<file path="src/hw/mps_pkg.sv">
// Constants and state types shared by both ends of the
// power sequencing link.
// Assumes one 250 MHz clock and 64-bit constants.
//
// What this block does
// Host holds power key low five seconds.
// Module operational no earlier than 25 seconds.
// Software ready high before host sends commands.
// Power good rises after pad configuration.
// Power good low means shutdown completed.
// Host stays silent until activation reached.
// Key tied low starts boot at supply.
// Three shutdown paths: command, key, emergency.
// Detach sent on command or key shutdown.
// Host drives power key open-drain only.
// Host keeps lines low while module off.
// Key shutdown hold at least three seconds.
// Emergency line held low eighteen milliseconds.
// Host waits power good low, no timeout.
// Host ignores requests while a sequence runs; the code still takes emergency_req in HST_BOOT_WAIT and HST_FIN_WAIT.
package mps_pkg;

    // ****************************************
    // Timing
    // ****************************************
    localparam longint MPS_CLK_HZ      = 64'd250000000;
    localparam longint MPS_ON_HOLD_MS  = 64'd5000;
    localparam longint MPS_BOOT_MS     = 64'd25000;
    localparam longint MPS_OFF_HOLD_MS = 64'd3000;
    localparam longint MPS_EMERG_MS    = 64'd18;
    localparam longint MPS_FIN_MS      = 64'd16000;
    localparam longint MPS_SWRDY_MS    = 64'd100;

    // Least times, so every count rounds up.
    localparam longint MPS_ON_HOLD_CYC  = (MPS_ON_HOLD_MS * MPS_CLK_HZ + 999) / 1000;
    localparam longint MPS_BOOT_CYC     = (MPS_BOOT_MS * MPS_CLK_HZ + 999) / 1000;
    localparam longint MPS_OFF_HOLD_CYC = (MPS_OFF_HOLD_MS * MPS_CLK_HZ + 999) / 1000;
    localparam longint MPS_EMERG_CYC    = (MPS_EMERG_MS * MPS_CLK_HZ + 999) / 1000;
    localparam longint MPS_FIN_CYC      = (MPS_FIN_MS * MPS_CLK_HZ + 999) / 1000;
    localparam longint MPS_SWRDY_CYC    = (MPS_SWRDY_MS * MPS_CLK_HZ + 999) / 1000;

    localparam int MPS_CNT_W = 34;

    // ****************************************
    // States
    // ****************************************
    typedef enum logic [2:0] {
        DEV_OFF    = 3'h0,
        DEV_ARM    = 3'h1,
        DEV_BOOT   = 3'h2,
        DEV_PADS   = 3'h3,
        DEV_ACTIVE = 3'h4,
        DEV_FIN    = 3'h5
    } mps_dev_state_e;

    typedef enum logic [2:0] {
        HST_OFF       = 3'h0,
        HST_KEY_ON    = 3'h1,
        HST_BOOT_WAIT = 3'h2,
        HST_READY     = 3'h3,
        HST_KEY_OFF   = 3'h4,
        HST_EMERG     = 3'h5,
        HST_FIN_WAIT  = 3'h6
    } mps_hst_state_e;

endpackage

</file>
<file path="src/hw/mps_link_if.sv">
// Pin-level link between the module end and the host end.
// Assumes both ends share clk; the open-drain wires are resolved here.
`timescale 1ns/1ns
interface mps_link_if;
    logic power_key_o;
    logic power_key_oe_n;
    logic emergency_off_o;
    logic emergency_off_oe_n;
    logic power_key_n;
    logic emergency_off_n;
    logic power_good_monitor;
    logic software_ready;
    logic shutdown_command;

    // Pulled up inside the module: released reads high.
    assign power_key_n     = (!power_key_oe_n && !power_key_o) ? 1'b0 : 1'b1;
    assign emergency_off_n = (!emergency_off_oe_n && !emergency_off_o) ? 1'b0 : 1'b1;

    modport device (
        input  power_key_n,
        input  emergency_off_n,
        input  shutdown_command,
        output power_good_monitor,
        output software_ready
    );

    modport host (
        output power_key_o,
        output power_key_oe_n,
        output emergency_off_o,
        output emergency_off_oe_n,
        output shutdown_command,
        input  power_good_monitor,
        input  software_ready
    );
endinterface

</file>
<file path="src/hw/mps_timer.sv">
// Saturating cycle counter with a compare against a limit.
// Assumes clear and run come from logic on the same clock.
`timescale 1ns/1ns
module mps_timer
    import mps_pkg::*;
#(
    parameter int CNT_W = MPS_CNT_W
) (
    input  wire logic             clk,
    input  wire logic             reset,
    input  wire logic             ce,
    input  wire logic             clear,
    input  wire logic             run,
    input  wire logic [CNT_W-1:0] limit,
    output logic                  reached
);
    logic [CNT_W-1:0] count;
    logic [CNT_W-1:0] next_count;

    if (CNT_W < 2 || CNT_W > 63) begin : g_chk
        $error("CNT_W out of range");
    end

    always_comb begin
        next_count = count;
        if (clear) begin
            next_count = '0;
        end else if (run && count != '1) begin
            next_count = count + 1'b1;
        end
    end

    always_ff @(posedge clk or posedge reset) begin
        if (reset) begin
            count <= '0;
        end else if (ce) begin
            count <= next_count;
        end
    end

    assign reached = (count >= limit);
endmodule

</file>
<file path="src/hw/mps_host.sv">
// Host end: key pulses, readiness wait and the
// three shutdown paths.
// Assumes status pins asynchronous, requests on clk.
`timescale 1ns/1ns
module mps_host
    import mps_pkg::*;
#(
    parameter int              CNT_W        = MPS_CNT_W,
    parameter longint unsigned ON_HOLD_CYC  = MPS_ON_HOLD_CYC,
    parameter longint unsigned OFF_HOLD_CYC = MPS_OFF_HOLD_CYC,
    parameter longint unsigned EMERG_CYC    = MPS_EMERG_CYC
) (
    input  wire logic     clk,
    input  wire logic     reset,
    input  wire logic     ce,
    mps_link_if.host      link,
    input  wire logic     power_on_req,
    input  wire logic     sw_shutdown_req,
    input  wire logic     hw_shutdown_req,
    input  wire logic     emergency_req,
    output logic          busy,
    output logic          at_allowed,
    output logic          module_off,
    output logic          req_ignored
);
    // ****************************************
    // Status pin synchronisers
    // ****************************************
    logic [1:0] sync_a;
    logic [1:0] sync_b;
    logic       pg;
    logic       rdy;

    always_ff @(posedge clk or posedge reset) begin
        if (reset) begin
            sync_a <= 2'h0;
            sync_b <= 2'h0;
        end else if (ce) begin
            sync_a <= {link.software_ready, link.power_good_monitor};
            sync_b <= sync_a;
        end
    end

    assign pg  = sync_b[0];
    assign rdy = sync_b[1];

    if (CNT_W < $clog2(ON_HOLD_CYC + 1) || CNT_W < $clog2(OFF_HOLD_CYC + 1)) begin : g_chk
        $error("CNT_W too narrow");
    end

    // ****************************************
    // Hold timer
    // ****************************************
    mps_hst_state_e   state;
    mps_hst_state_e   next_state;
    logic             tmr_clear;
    logic [CNT_W-1:0] tmr_limit;
    logic             tmr_hit;

    mps_timer #(.CNT_W(CNT_W)) u_hold_tmr (
        .clk     (clk),
        .reset   (reset),
        .ce      (ce),
        .clear   (tmr_clear),
        .run     (1'b1),
        .limit   (tmr_limit),
        .reached (tmr_hit)
    );

    // ****************************************
    // Sequencer
    // ****************************************
    logic next_key_drive;
    logic next_em_drive;
    logic next_cmd;
    logic next_ignored;
    logic any_req;
    logic taken;

    assign any_req = power_on_req || sw_shutdown_req || hw_shutdown_req || emergency_req;

    always_comb begin
        next_state = state;
        tmr_clear  = 1'b1;
        tmr_limit  = CNT_W'(ON_HOLD_CYC);
        next_cmd   = 1'b0;
        taken      = 1'b0;
        case (state)
            HST_OFF: begin
                if (power_on_req) begin
                    next_state = HST_KEY_ON;
                    taken      = 1'b1;
                end
            end
            HST_KEY_ON: begin
                tmr_clear = 1'b0;
                if (tmr_hit) begin
                    next_state = HST_BOOT_WAIT;
                end
            end
            HST_BOOT_WAIT: begin
                if (emergency_req) begin
                    next_state = HST_EMERG;
                    taken      = 1'b1;
                end else if (pg && rdy) begin
                    next_state = HST_READY;
                end
            end
            HST_READY: begin
                if (emergency_req) begin
                    next_state = HST_EMERG;
                    taken      = 1'b1;
                end else if (sw_shutdown_req) begin
                    next_state = HST_FIN_WAIT;
                    next_cmd   = 1'b1;
                    taken      = 1'b1;
                end else if (hw_shutdown_req) begin
                    next_state = HST_KEY_OFF;
                    taken      = 1'b1;
                end else if (!pg) begin
                    next_state = HST_OFF;
                end
            end
            HST_KEY_OFF: begin
                tmr_clear = 1'b0;
                tmr_limit = CNT_W'(OFF_HOLD_CYC);
                if (tmr_hit) begin
                    next_state = HST_FIN_WAIT;
                end
            end
            HST_EMERG: begin
                tmr_clear = 1'b0;
                tmr_limit = CNT_W'(EMERG_CYC);
                if (tmr_hit) begin
                    next_state = HST_FIN_WAIT;
                end
            end
            HST_FIN_WAIT: begin
                // No timeout: finalisation has no upper bound.
                if (emergency_req) begin
                    next_state = HST_EMERG;
                    taken      = 1'b1;
                end else if (!pg) begin
                    next_state = HST_OFF;
                end
            end
            default: begin
                next_state = HST_OFF;
            end
        endcase
        if (next_state != state) begin
            tmr_clear = 1'b1;
        end
        next_ignored   = any_req && !taken;
        next_key_drive = next_state inside {HST_KEY_ON, HST_KEY_OFF};
        next_em_drive  = (next_state == HST_EMERG);
    end

    // ****************************************
    // Registered outputs
    // ****************************************
    // Only enables move, so the key and emergency pins are never driven high.
    // The strobe fires only in the ready state, so nothing is
    // raised toward an off or switching module.
    always_ff @(posedge clk or posedge reset) begin
        if (reset) begin
            state                   <= HST_OFF;
            link.power_key_o        <= 1'b0;
            link.power_key_oe_n     <= 1'b1;
            link.emergency_off_o    <= 1'b0;
            link.emergency_off_oe_n <= 1'b1;
            link.shutdown_command   <= 1'b0;
            busy                    <= 1'b0;
            at_allowed              <= 1'b0;
            module_off              <= 1'b1;
            req_ignored             <= 1'b0;
        end else if (ce) begin
            state                   <= next_state;
            link.power_key_o        <= 1'b0;
            link.power_key_oe_n     <= !next_key_drive;
            link.emergency_off_o    <= 1'b0;
            link.emergency_off_oe_n <= !next_em_drive;
            link.shutdown_command   <= next_cmd;
            busy                    <= !(next_state inside {HST_OFF, HST_READY});
            at_allowed              <= (next_state == HST_READY);
            module_off              <= (next_state == HST_OFF);
            req_ignored             <= next_ignored;
        end
    end
endmodule

</file>
<file path="src/flat_wrapper.sv">
// flat-port wrapper written by rule: the top's interface ports become plain ports
module mps_host_flat import mps_pkg::*;
#(
    parameter int              CNT_W        = MPS_CNT_W,
    parameter longint unsigned ON_HOLD_CYC  = MPS_ON_HOLD_CYC,
    parameter longint unsigned OFF_HOLD_CYC = MPS_OFF_HOLD_CYC,
    parameter longint unsigned EMERG_CYC    = MPS_EMERG_CYC
)
  (clk, reset, ce, power_on_req, sw_shutdown_req, hw_shutdown_req, emergency_req, busy, at_allowed, module_off, req_ignored, link_power_key_o, link_power_key_oe_n, link_emergency_off_o, link_emergency_off_oe_n, link_shutdown_command, link_power_good_monitor, link_software_ready);
  mps_link_if link_i ();
  input  wire logic clk;
  input  wire logic reset;
  input  wire logic ce;
  input  wire logic power_on_req;
  input  wire logic sw_shutdown_req;
  input  wire logic hw_shutdown_req;
  input  wire logic emergency_req;
  output logic busy;
  output logic at_allowed;
  output logic module_off;
  output logic req_ignored;
  output wire logic [$bits(link_i.power_key_o)-1:0] link_power_key_o;
  output wire logic [$bits(link_i.power_key_oe_n)-1:0] link_power_key_oe_n;
  output wire logic [$bits(link_i.emergency_off_o)-1:0] link_emergency_off_o;
  output wire logic [$bits(link_i.emergency_off_oe_n)-1:0] link_emergency_off_oe_n;
  output wire logic [$bits(link_i.shutdown_command)-1:0] link_shutdown_command;
  input wire logic [$bits(link_i.power_good_monitor)-1:0] link_power_good_monitor;
  input wire logic [$bits(link_i.software_ready)-1:0] link_software_ready;
  assign link_power_key_o = link_i.power_key_o;
  assign link_power_key_oe_n = link_i.power_key_oe_n;
  assign link_emergency_off_o = link_i.emergency_off_o;
  assign link_emergency_off_oe_n = link_i.emergency_off_oe_n;
  assign link_shutdown_command = link_i.shutdown_command;
  assign link_i.power_good_monitor = link_power_good_monitor;
  assign link_i.software_ready = link_software_ready;
  mps_host #(.CNT_W(CNT_W), .ON_HOLD_CYC(ON_HOLD_CYC), .OFF_HOLD_CYC(OFF_HOLD_CYC), .EMERG_CYC(EMERG_CYC)) u_core (.clk(clk), .reset(reset), .ce(ce), .link(link_i), .power_on_req(power_on_req), .sw_shutdown_req(sw_shutdown_req), .hw_shutdown_req(hw_shutdown_req), .emergency_req(emergency_req), .busy(busy), .at_allowed(at_allowed), .module_off(module_off), .req_ignored(req_ignored));
endmodule
</file>
<file path="config.mk">
export PLATFORM = sky130hd
export DESIGN_NAME = mps_host_flat
export DESIGN_NICKNAME = d
export VERILOG_FILES = /design/src/hw/mps_pkg.sv /design/src/hw/mps_link_if.sv /design/src/hw/mps_timer.sv /design/src/hw/mps_host.sv /design/src/flat_wrapper.sv
export SDC_FILE = /design/constraint.sdc
export NUM_CORES = 1
export LEC_CHECK = 0
export BUFFER_PORTS_ARGS = -buffer_cell sky130_fd_sc_hd__buf_2
export CAP_MARGIN = 40
export CORE_MARGIN = 1.5
export CORE_UTILIZATION = 55
export CTS_CLUSTER_SIZE = 28
export DETAILED_ROUTE_END_ITERATION = 8
export PLACE_DENSITY_LB_ADDON = 0.25
export REMOVE_ABC_BUFFERS = 1
export SETUP_SLACK_MARGIN = 0.5
export SLEW_MARGIN = 15
export SYNTH_ARGS = -nofsm -noshare
export SYNTH_HDL_FRONTEND = slang
export SYNTH_SLANG_ARGS = --single-unit
</file>
<file path="constraint.sdc">
create_clock -name clk -period 3.8 [get_ports clk]
set_clock_uncertainty 0.05 [all_clocks]
set_input_delay 0.19 -clock clk [delete_from_list [all_inputs] [get_ports clk]]
set_output_delay 0.19 -clock clk [all_outputs]
set_load 0.01 [all_outputs]
</file>
After elaboration in Yosys (flattened, before gate mapping)
Cells that the tools add are included.
{"block": "totals", "ff_bits": 48, "latch_bits": 0, "mem_bits_rw": 0, "rom_bits": 0, "input_bits": 9, "word_cells": 68, "n_memories": 0}
{"block": "classes", "addsub": 1, "n_mul": 0, "div_mod_pow": 0, "magnitude_cmp": 1, "n_eq_ne": 12, "shift": 0, "n_mux": 25, "bitwise": 0, "n_reduce_logical": 18}
{"operator": "34-bit 2-to-1 mux", "n": 2}
{"operator": "31-bit one-hot mux with 2 select lines", "n": 1}
{"operator": "34-bit by 1-bit adder with 34-bit output (second input constant)", "n": 1}
{"operator": "34-bit greater-or-equal comparator", "n": 1}
{"operator": "34-bit != test (second input constant)", "n": 1}
{"operator": "3-bit 2-to-1 mux", "n": 10}
{"operator": "3-bit one-hot mux with 6 select lines", "n": 1}
{"operator": "3-bit == test (second input constant)", "n": 5}
{"operator": "1-bit 2-to-1 mux", "n": 10}
{"operator": "3-bit by 2-bit == test with 1-bit output (second input constant)", "n": 3}
{"operator": "3-bit by 1-bit == test with 1-bit output (second input constant)", "n": 2}
{"operator": "3-bit logical NOT", "n": 2}
{"operator": "2-bit nonzero test", "n": 3}
{"operator": "1-bit logical NOT", "n": 4}
{"operator": "2-bit OR reduction", "n": 2}
{"operator": "1-bit logical OR", "n": 3}
{"operator": "3-bit != test", "n": 1}
{"operator": "1-bit one-hot mux with 3 select lines", "n": 1}
{"operator": "3-bit OR reduction", "n": 1}
{"operator": "1-bit logical AND", "n": 2}
{"operator": "2-bit AND reduction", "n": 1}

Logic depth before layout (Yosys ltp)
Gate-level depths: netlist of the first run.
{"block": "depth", "word_depth": 9, "ltp_mapped": 14}

Cells and area by module
Synthesis of the first run repeated with hierarchy kept, for this count alone.
{"block": "unflattened", "hier_cells": 476, "area_unflattened_um2": 4056.4}
{"module": "mps_timer", "instances": 1, "cells_each": 383, "area_per_inst_um2": 3163.0}
{"module": "mps_host", "instances": 1, "cells_each": 93, "area_per_inst_um2": 893.4}

Worst setup path after synthesis of the first run
OpenSTA, ideal clock, no wires.
{"block": "synth_path", "kind": "flip-flop to flip-flop", "from": "register u_core.state[2]", "to": "register u_core.busy", "arrival_time_ps": 2987, "path_slack_ps": 633, "stages_incl_launch_ff": 14, "path_buffers": 2, "synth_period_minus_slack_ps": 3167, "path_cell_list": "dfrtp_1 -> clkbuf_1 -> nand2b_1 -> buf_2 -> nor2_1 -> inv_1 -> ha_1 -> nand4b_1 -> a2111oi_4 -> a31oi_1 -> o211a_2 -> a21o_1 -> a31o_1 -> o41a_1"}
{"block": "synth_between", "elab_chain_len": 8}
{"item": "start: declaration", "line_no": "mps_host.sv:54", "text": "mps_hst_state_e state;"}
{"item": "start signal: assignment", "line_no": "mps_host.sv:178", "text": "state <= next_state;"}
{"item": "3-bit == test / 3-bit 2-to-1 mux (equally long branches)", "line_no": "mps_host.sv:88, mps_host.sv:120, mps_host.sv:143"}
{"item": "31-bit one-hot mux with 2 select lines / 3-bit 2-to-1 mux (equally long branches)", "line_no": "mps_host.sv:88, mps_host.sv:117"}
{"item": "34-bit greater-or-equal comparator / 3-bit 2-to-1 mux (equally long branches)", "line_no": "mps_timer.sv:41, mps_host.sv:113"}
{"item": "3-bit 2-to-1 mux, on equally long branches"}
{"item": "3-bit one-hot mux with 6 select lines *", "line_no": "mps_host.sv:88", "text": "case (state)"}
{"item": "3-bit by 2-bit == test with 1-bit output / 3-bit logical NOT (equally long branches)", "line_no": "mps_host.sv:184", "text": "busy <= !(next_state inside {HST_OFF, HST_READY});"}
{"item": "2-bit nonzero test *", "line_no": "mps_host.sv:184"}
{"item": "1-bit logical NOT *", "line_no": "mps_host.sv:184"}
{"item": "end signal: assignment", "line_no": "mps_host.sv:184"}
{"item": "end: declaration", "line_no": "mps_host.sv:21", "text": "output logic busy,"}
Every way passes the cells marked *; elsewhere a longest branch is shown, timed or not.
A chain may end at the register's enable or synchronous reset.

Final worst setup path of the first run
{"block": "layout_path", "from": "register u_core.state[1]", "to": "register u_core.busy"}
Same word-level chain as after synthesis.

==> results of run 1 <==
## cells in the mapped netlist, drive strengths merged (4+ instances only)
| cell | n |
|---|---|
| xnor2 | 4 |
| clkbuf | 12 |
| a21o | 4 |
| nand2 | 20 |
| nor2b | 9 |
| buf | 12 |
| dfrtp | 45 |
| o31ai | 12 |
| nor2 | 41 |
| ha | 16 |
| a31oi | 14 |
| mux2i | 5 |
| nor3 | 14 |
| o21ai | 6 |
| nor4 | 5 |
| and3 | 7 |
| mux2 | 5 |
| a21oi | 12 |
| nand3 | 19 |
| o2bb2ai | 19 |
| nand4 | 8 |
| inv | 23 |
| a22o | 12 |
| nand2b | 4 |
## state kept, by name, summed over array words and instances (netlist names)
name                            count
u_core.link.power_key_oe_n          1
u_core.state                        3
u_core.u_hold_tmr.count            34
u_core.sync_a                       2
u_core.req_ignored                  1
u_core.at_allowed                   1
u_core.link.emergency_off_oe_n      1
u_core.sync_b                       2
u_core.link.shutdown_command        1
u_core.module_off                   1
u_core.busy                         1
## kinds of logic after synthesis
family | count (synthesis)
other | 1
AOI/OAI and AO/OA | 103
adders and majority gates | 19
DFF | 48
muxes | 10
buffers and inverters | 47
xor gates and xnor gates | 4
and+or+nand+nor | 141
## where the power goes
part	total (mW)	switching (mW)	internal (mW)
clock	0.370	0.174	0.196
sequential	0.704	0.103	0.601
combinational	0.757	0.433	0.324
## metrics by stage
step           hold WS [ns]  instance area (sq um)  utilization (%)  power [mW]
6_report             0.0745                   3650             62.1        1.83
5_1_grt              0.0613                   3650             62.1        1.94
4_1_cts              0.0689                   3590             60.9        1.78
3_5_place_dp          0.165                   3460             58.8        1.40
3_3_place_gp          0.375                   3440             58.4        1.39
2_1_floorplan         0.202                   3210                -        1.19
## cell type report
cell class / count / area [sq um]
tap: 75 / 93.8
timing repair buffer: 31 / 210
fill: 513 / 2230
clock inverter: 2 / 35.0
inverter: 23 / 86.3
sequential: 48 / 1210
clock buffer: 6 / 72.6
multi-input combinational: 279 / 1950
## path summary, 6_finish.rpt
path / depth (start not counted) / to
worst min-delay path: 2 / u_core.sync_a[0]
worst max-delay path: 11 / u_core.busy
worst max register to register: 11 / u_core.busy
max in group asynchronous: 4 / u_core.module_off
worst min register to register: 2 / u_core.module_off
min in group asynchronous: 3 / u_core.u_hold_tmr.count[22]
## per-layer routing
metal	track usage, %	vias to the layer above	part of all wire [%]
met5	0	-	0
met4	7.24	0	1.0
met3	4.43	7	4.3
met2	44.5	86	48
met1	36.1	1435	46
li1	-	1416	-
## what timing repair did
action | in CTS | in global routing
setup endpoints to repair | 18 | 35
resized for setup | 4 | 5
endpoints found under the hold margin | 18 | 0
hold buffers | 1 | 0
pin swaps | 0 | 4
buffers inserted | 0 | 6
==> impl_metrics.py, run 1 <==
metrics = {
    "routing": {
        "drtIter0Drc": 215,
        "totalWireLength_mm": 8.07,
        "avgViaCountPerCell": 6.34,
        "drc_errors": 0,
        "first_pass_iters": 5,
        "wl_per_cell_microns": 17.4,
        "drtAntennaViolNets": 0,
        "dr_total_vias": 2944,
    },
    "job": {
        "drv_cap": 0,
    },
    "synth": {
        "ys_seq_area_share_pct": 36.3,
        "netlist_area_sq_mm": 0.00332,
        "synthCells": 373,
        "ys_ff_latch": 48,
        "synth_top_family_by_area": "compound AO/OA/AOI/OAI gates",
        "avgSynthCellArea_sq_um": 8.91,
        "synth_top_cell_area_share_pct": 33.9,
        "yosysTopAreaCell": "dfrtp_1",
        "synth_compound_area_share_pct": 24.4,
        "synthSimpleGateAreaFrac_pct": 21.9,
        "ys.flop_type": "dfrtp_1",
        "synth_edf_count": 0,
        "synth_adder_area_share_pct": 6.93,
        "synth_area_leaders": "dfrtp_1, ha_1, o2bb2ai_1",
        "ys.warnings.count": 0,
        "yosysUniqueCellTypes": 60,
        "synthArstFlopShare_pct": 100,
        "muxShareOfSynthArea_pct": 3.20,
        "synth_xor_area_share_pct": 1.05,
    },
    "sta": {
        "tightestPinTransition_ns": 0.668,
        "drv_slew": 0,
        "rsz0062_at_grt": "false",
        "fin_setup_tns_ns": 0,
        "finalHoldViolCount": 0,
        "setup_viol": 0,
        "period_minus_slack_ns": 3.13,
        "worst_slack_ns": 0.665,
        "min_period_over_period_pct": 82.5,
        "slew_headroom_pct": 55.3,
        "timing.fmax_mhz": 319,
    },
    "floorplan": {
        "core_region_area_sq_mm": 0.00589,
        "die_h_microns": 80.7,
        "io_pins": 18,
        "die_width_microns": 80.7,
        "design.die.area_sq_mm": 0.00651,
        "initial_utilization_pct": 56.4,
        "row_count": 28,
    },
    "cts": {
        "clk_latency_ns": 0.31,
        "cts_buffers": 5,
        "cts_tree": "done",
        "clock-root-buffer": "clkbuf_8",
        "clk_pin_slew_worst_paths_ns": 0.09,
        "clockBufferDepth": 2,
        "cts.sinks": 48,
        "h-tree-depth": 2,
    },
    "run_status": {
        "status": "complete, no violations",
    },
    "global_routing": {
        "grt_max_degree": 33,
        "grt_pass1_wl_mm": 13.4,
        "antenna_found_initial": 0,
        "grt_pass1_vias": 2811,
        "track_usage_pct": 26.7,
        "grt.overflow.total": 0,
    },
    "critical_path": {
        "slowest_delay_ns": 0.44,
        "path_cells": "nand3b_4 -> buf_4 -> ha_1 -> and4b_1 -> nand4b_1 -> a2111oi_4 -> a31oi_1 -> o211a_2 -> a21o_1 -> a31o_1 -> o41a_1",
        "crit_start": "u_core.state[1]",
        "setup.worst_path.class": "flip-flop to flip-flop",
        "crit_family": "compound AO/OA/AOI/OAI gates",
        "reg2reg_slack_ns": 0.67,
        "worst_setup_path_start_kind": "flip-flop",
        "end_kind": "flip-flop",
        "worstPathRequired_ns": 3.95,
        "cp_max_fo": 7,
        "r2r-start": "u_core.state[1]",
        "slowest_stage": "dfrtp_2",
        "arrival_ns": 3.28,
        "cp_num_buf_inv": 1,
    },
    "layout": {
        "areaGrowthSynthToFinish_pct": 9.94,
        "final_common_cell": "dfrtp_1",
        "drive_gt1_share_pct": 16.7,
        "num_antenna_cells": 0,
        "fin_nets": 413,
        "final_cell_mix": "dfrtp_1, nor2_1, inv_1",
        "final_cells": 464,
    },
    "hold_path": {
        "hold_start": "link_power_good_monitor",
        "holdCritPathClass": "primary input to flip-flop",
    },
    "power_and_ir_drop": {
        "leakage_nw": 1.60,
        "powerDensity_mw_per_mm2": 501,
        "ir_drop_v": 0.000353,
    },
    "placement": {
        "dp_hpwl_mm": 5.82,
        "io_buffers": 15,
        "place_inst": 449,
        "pre_cts_slack_ns": 0.436,
        "place_congestion": 0.903,
    },
}
Power figures use the tool's default switching activity.
==> inputs of run 2 (changes only) <==
==> constraint.sdc (replaced) <==
create_clock -name clk -period 3 [get_ports clk]
set_clock_uncertainty 0.05 [all_clocks]
set_input_delay 0.15 -clock clk [delete_from_list [all_inputs] [get_ports clk]]
set_output_delay 0.15 -clock clk [all_outputs]
set_load 0.01 [all_outputs]
==> impl_metrics.py, run 2 (synthesized netlist as in run 1, its figures left out) <==
metrics = {
    "hold_path": {
        "worstHoldPathCells": 2,
        "hold_start": "link_power_good_monitor",
        "holdCritPathClass": "primary input to flip-flop",
        "hold_end": "u_core.sync_a[0]",
    },
    "global_routing": {
        "grt.overflow.total": 0,
        "grt_pass1_vias": 2926,
        "top_usage_layer": "met2",
        "grtUsageMet3_pct": 4.32,
        "use_met2_pct": 45.8,
        "grt_pass1_wl_mm": 14.2,
        "met1_usage_pct": 38.1,
        "grt_max_degree": 33,
        "track_usage_pct": 28.4,
        "antenna_found_initial": 0,
    },
    "run_status": {
        "status": "complete, no violations",
    },
    "layout": {
        "num_antenna_cells": 0,
        "final_common_cell": "dfrtp_1",
        "top_regs": "u_core.u_hold_tmr.count x34, u_core.state x3",
        "drive_gt1_share_pct": 30.6,
        "largest_register": "u_core.u_hold_tmr.count",
        "areaGrowthSynthToFinish_pct": 27.6,
        "final_cell_mix": "dfrtp_1, nor2_1, buf_4",
        "filler_cell_count": 421,
        "multi_input_area_sq_mm": 0.00224,
        "area.sequential_sq_mm": 0.00121,
        "largest_reg_flops": 34,
        "fin_nets": 442,
        "design_area_sq_mm": 0.00424,
    },
    "power_and_ir_drop": {
        "ir_drop_v": 0.000449,
        "p_seq_share_pct": 33.9,
        "comb_power_share_pct": 50.0,
        "powerDensity_mw_per_mm2": 622,
        "p_int_mw": 1.56,
        "leakage_nw": 1.81,
        "clkPwrFrac_pct": 16.1,
        "p_total_mw": 2.64,
        "p_switching_mw": 1.08,
        "swShare_pct": 40.8,
    },
    "floorplan": {
        "row_count": 28,
        "core_region_area_sq_mm": 0.00589,
        "die_width_microns": 80.7,
        "initial_utilization_pct": 56.4,
        "design.die.area_sq_mm": 0.00651,
        "die_h_microns": 80.7,
        "io_pins": 18,
    },
    "placement": {
        "pre_cts_slack_ns": -0.0379,
        "place_congestion": 0.938,
        "dp_hpwl_mm": 5.96,
        "place_area_sq_mm": 0.00362,
        "io_buffers": 15,
    },
    "sta": {
        "timing.fmax_mhz": 334,
        "setup_viol": 0,
        "tightestPinTransition_ns": 0.612,
        "rsz0062_at_grt": "true",
        "worst_slack_ns": 0.00478,
        "drv_slew": 0,
        "finalHoldViolCount": 0,
        "slew_headroom_pct": 58.9,
        "period_minus_slack_ns": 3.00,
        "fin_setup_tns_ns": 0,
        "min_period_over_period_pct": 99.8,
    },
    "cts": {
        "cts_buffers": 5,
        "clk_pin_slew_worst_paths_ns": 0.09,
        "cts_tree": "done",
        "clock-root-buffer": "clkbuf_8",
        "clk_latency_ns": 0.32,
        "clockBufferDepth": 2,
        "cts.sinks": 48,
        "h-tree-depth": 2,
    },
    "routing": {
        "wl_per_cell_microns": 19.0,
        "drtAntennaViolNets": 0,
        "first_pass_iters": 8,
        "dr_total_vias": 3199,
        "drc_errors": 0,
        "totalWireLength_mm": 9.36,
        "avgViaCountPerCell": 6.49,
        "drtIter0Drc": 336,
    },
    "critical_path": {
        "cp_max_fo": 5,
        "arrival_ns": 3.16,
        "crit_start": "u_core.state[2]",
        "rr_endpoint": "u_core.u_hold_tmr.count[24]",
        "setup.worst_path.class": "flip-flop to flip-flop",
        "r2r-start": "u_core.state[2]",
        "reg2reg_slack_ns": 0.005,
        "end_kind": "flip-flop",
        "ff2ff_path_depth": 12,
        "worst_setup_path_start_kind": "flip-flop",
        "worstPathRequired_ns": 3.17,
    },
    "job": {
        "drv_cap": 0,
    },
}
-- run 2: cell types whose count changed in the layout (fill, tap and decap cells not counted), moves of 4 or more --
cell       previous run  this run
buf_6                 0         9
o2bb2ai_1            19        11
a31oi_1              14         8
o31ai_1              12         6
o2bb2ai_2             0         8
buf_4                14        30
o31ai_2               0         4
-- run 2: power by group through the flow --
| stage | Clock, mW | Sequential (mW) | Combinational (mW) |
|---|---|---|---|
| 6_report | 0.425 | 0.893 | 1.32 |
| 5_1_grt | 0.441 | 0.911 | 1.42 |
| 4_1_cts | 0.428 | 0.878 | 1.07 |
| 3_5_place_dp | 0 | 0.888 | 0.957 |
| 3_3_place_gp | 0 | 0.884 | 0.940 |
| 2_1_floorplan | 0 | 0.899 | 0.606 |
-- run 2: repair_timing --
item / CTS / global route
pin swaps: 12 / 29
endpoints found under the setup margin: 38 / 39
hold buffers: 1 / 0
endpoints found under the hold margin: 16 / 0
cloned: 1 / 2
buffers inserted: 6 / 6
resized for setup: 20 / 45
-- run 2: area by class of cell --
| class | count | area share (%) |
|---|---|---|
| tap | 75 | 2.21 |
| inverter | 23 | 2.10 |
| timing repair buffer | 60 | 12.1 |
| clock inverter | 1 | 0.177 |
| clock buffer | 7 | 2.04 |
| multi-input combinational | 279 | 52.9 |
| sequential | 48 | 28.5 |
-- run 2: worst max-delay path by stage --
stage                                        endpoint  slack [ns]  cells after the start
after global routing       u_core.u_hold_tmr.count[9]       -0.06                     13
after detailed placement                  u_core.busy       -0.04                     10
final                     u_core.u_hold_tmr.count[24]       0.005                     12
after CTS                 u_core.u_hold_tmr.count[12]        0.12                     12
after floorplan           u_core.u_hold_tmr.count[11]       -0.49                     11
after global placement                    u_core.busy        0.03                     10
-- run 2: worst max-delay path, cell delays in order, from the launching register on --
cell and delay (ns):
dfrtp_1 0.42, buf_6 0.14, nand3b_4 0.09, inv_4 0.04, ha_4 0.24, or4b_4 0.46, a2111oi_4 0.33, a31oi_1 0.16
o211a_2 0.20, a21oi_4 0.26, buf_6 0.20, o31ai_2 0.08, a22o_1 0.22
-- run 2: metal layers --
layer | wire length [microns] | share of wire [%] | vias up
met5 | 0 | 0 | -
met4 | 210 | 2.2 | 0
met3 | 479 | 5.1 | 20
met2 | 4620 | 49 | 122
met1 | 4040 | 43 | 1578
li1 | - | - | 1479
-- run 2: metrics by stage --
stage	utilization, %	instances	hold slack [ns]
3_5_place_dp	61.5	469	0.107
3_3_place_gp	61.2	468	0.334
5_1_grt	72.0	493	0.00942
4_1_cts	65.5	485	0.0123
2_1_floorplan	-	350	0.162
6_report	72.0	493	0.00854
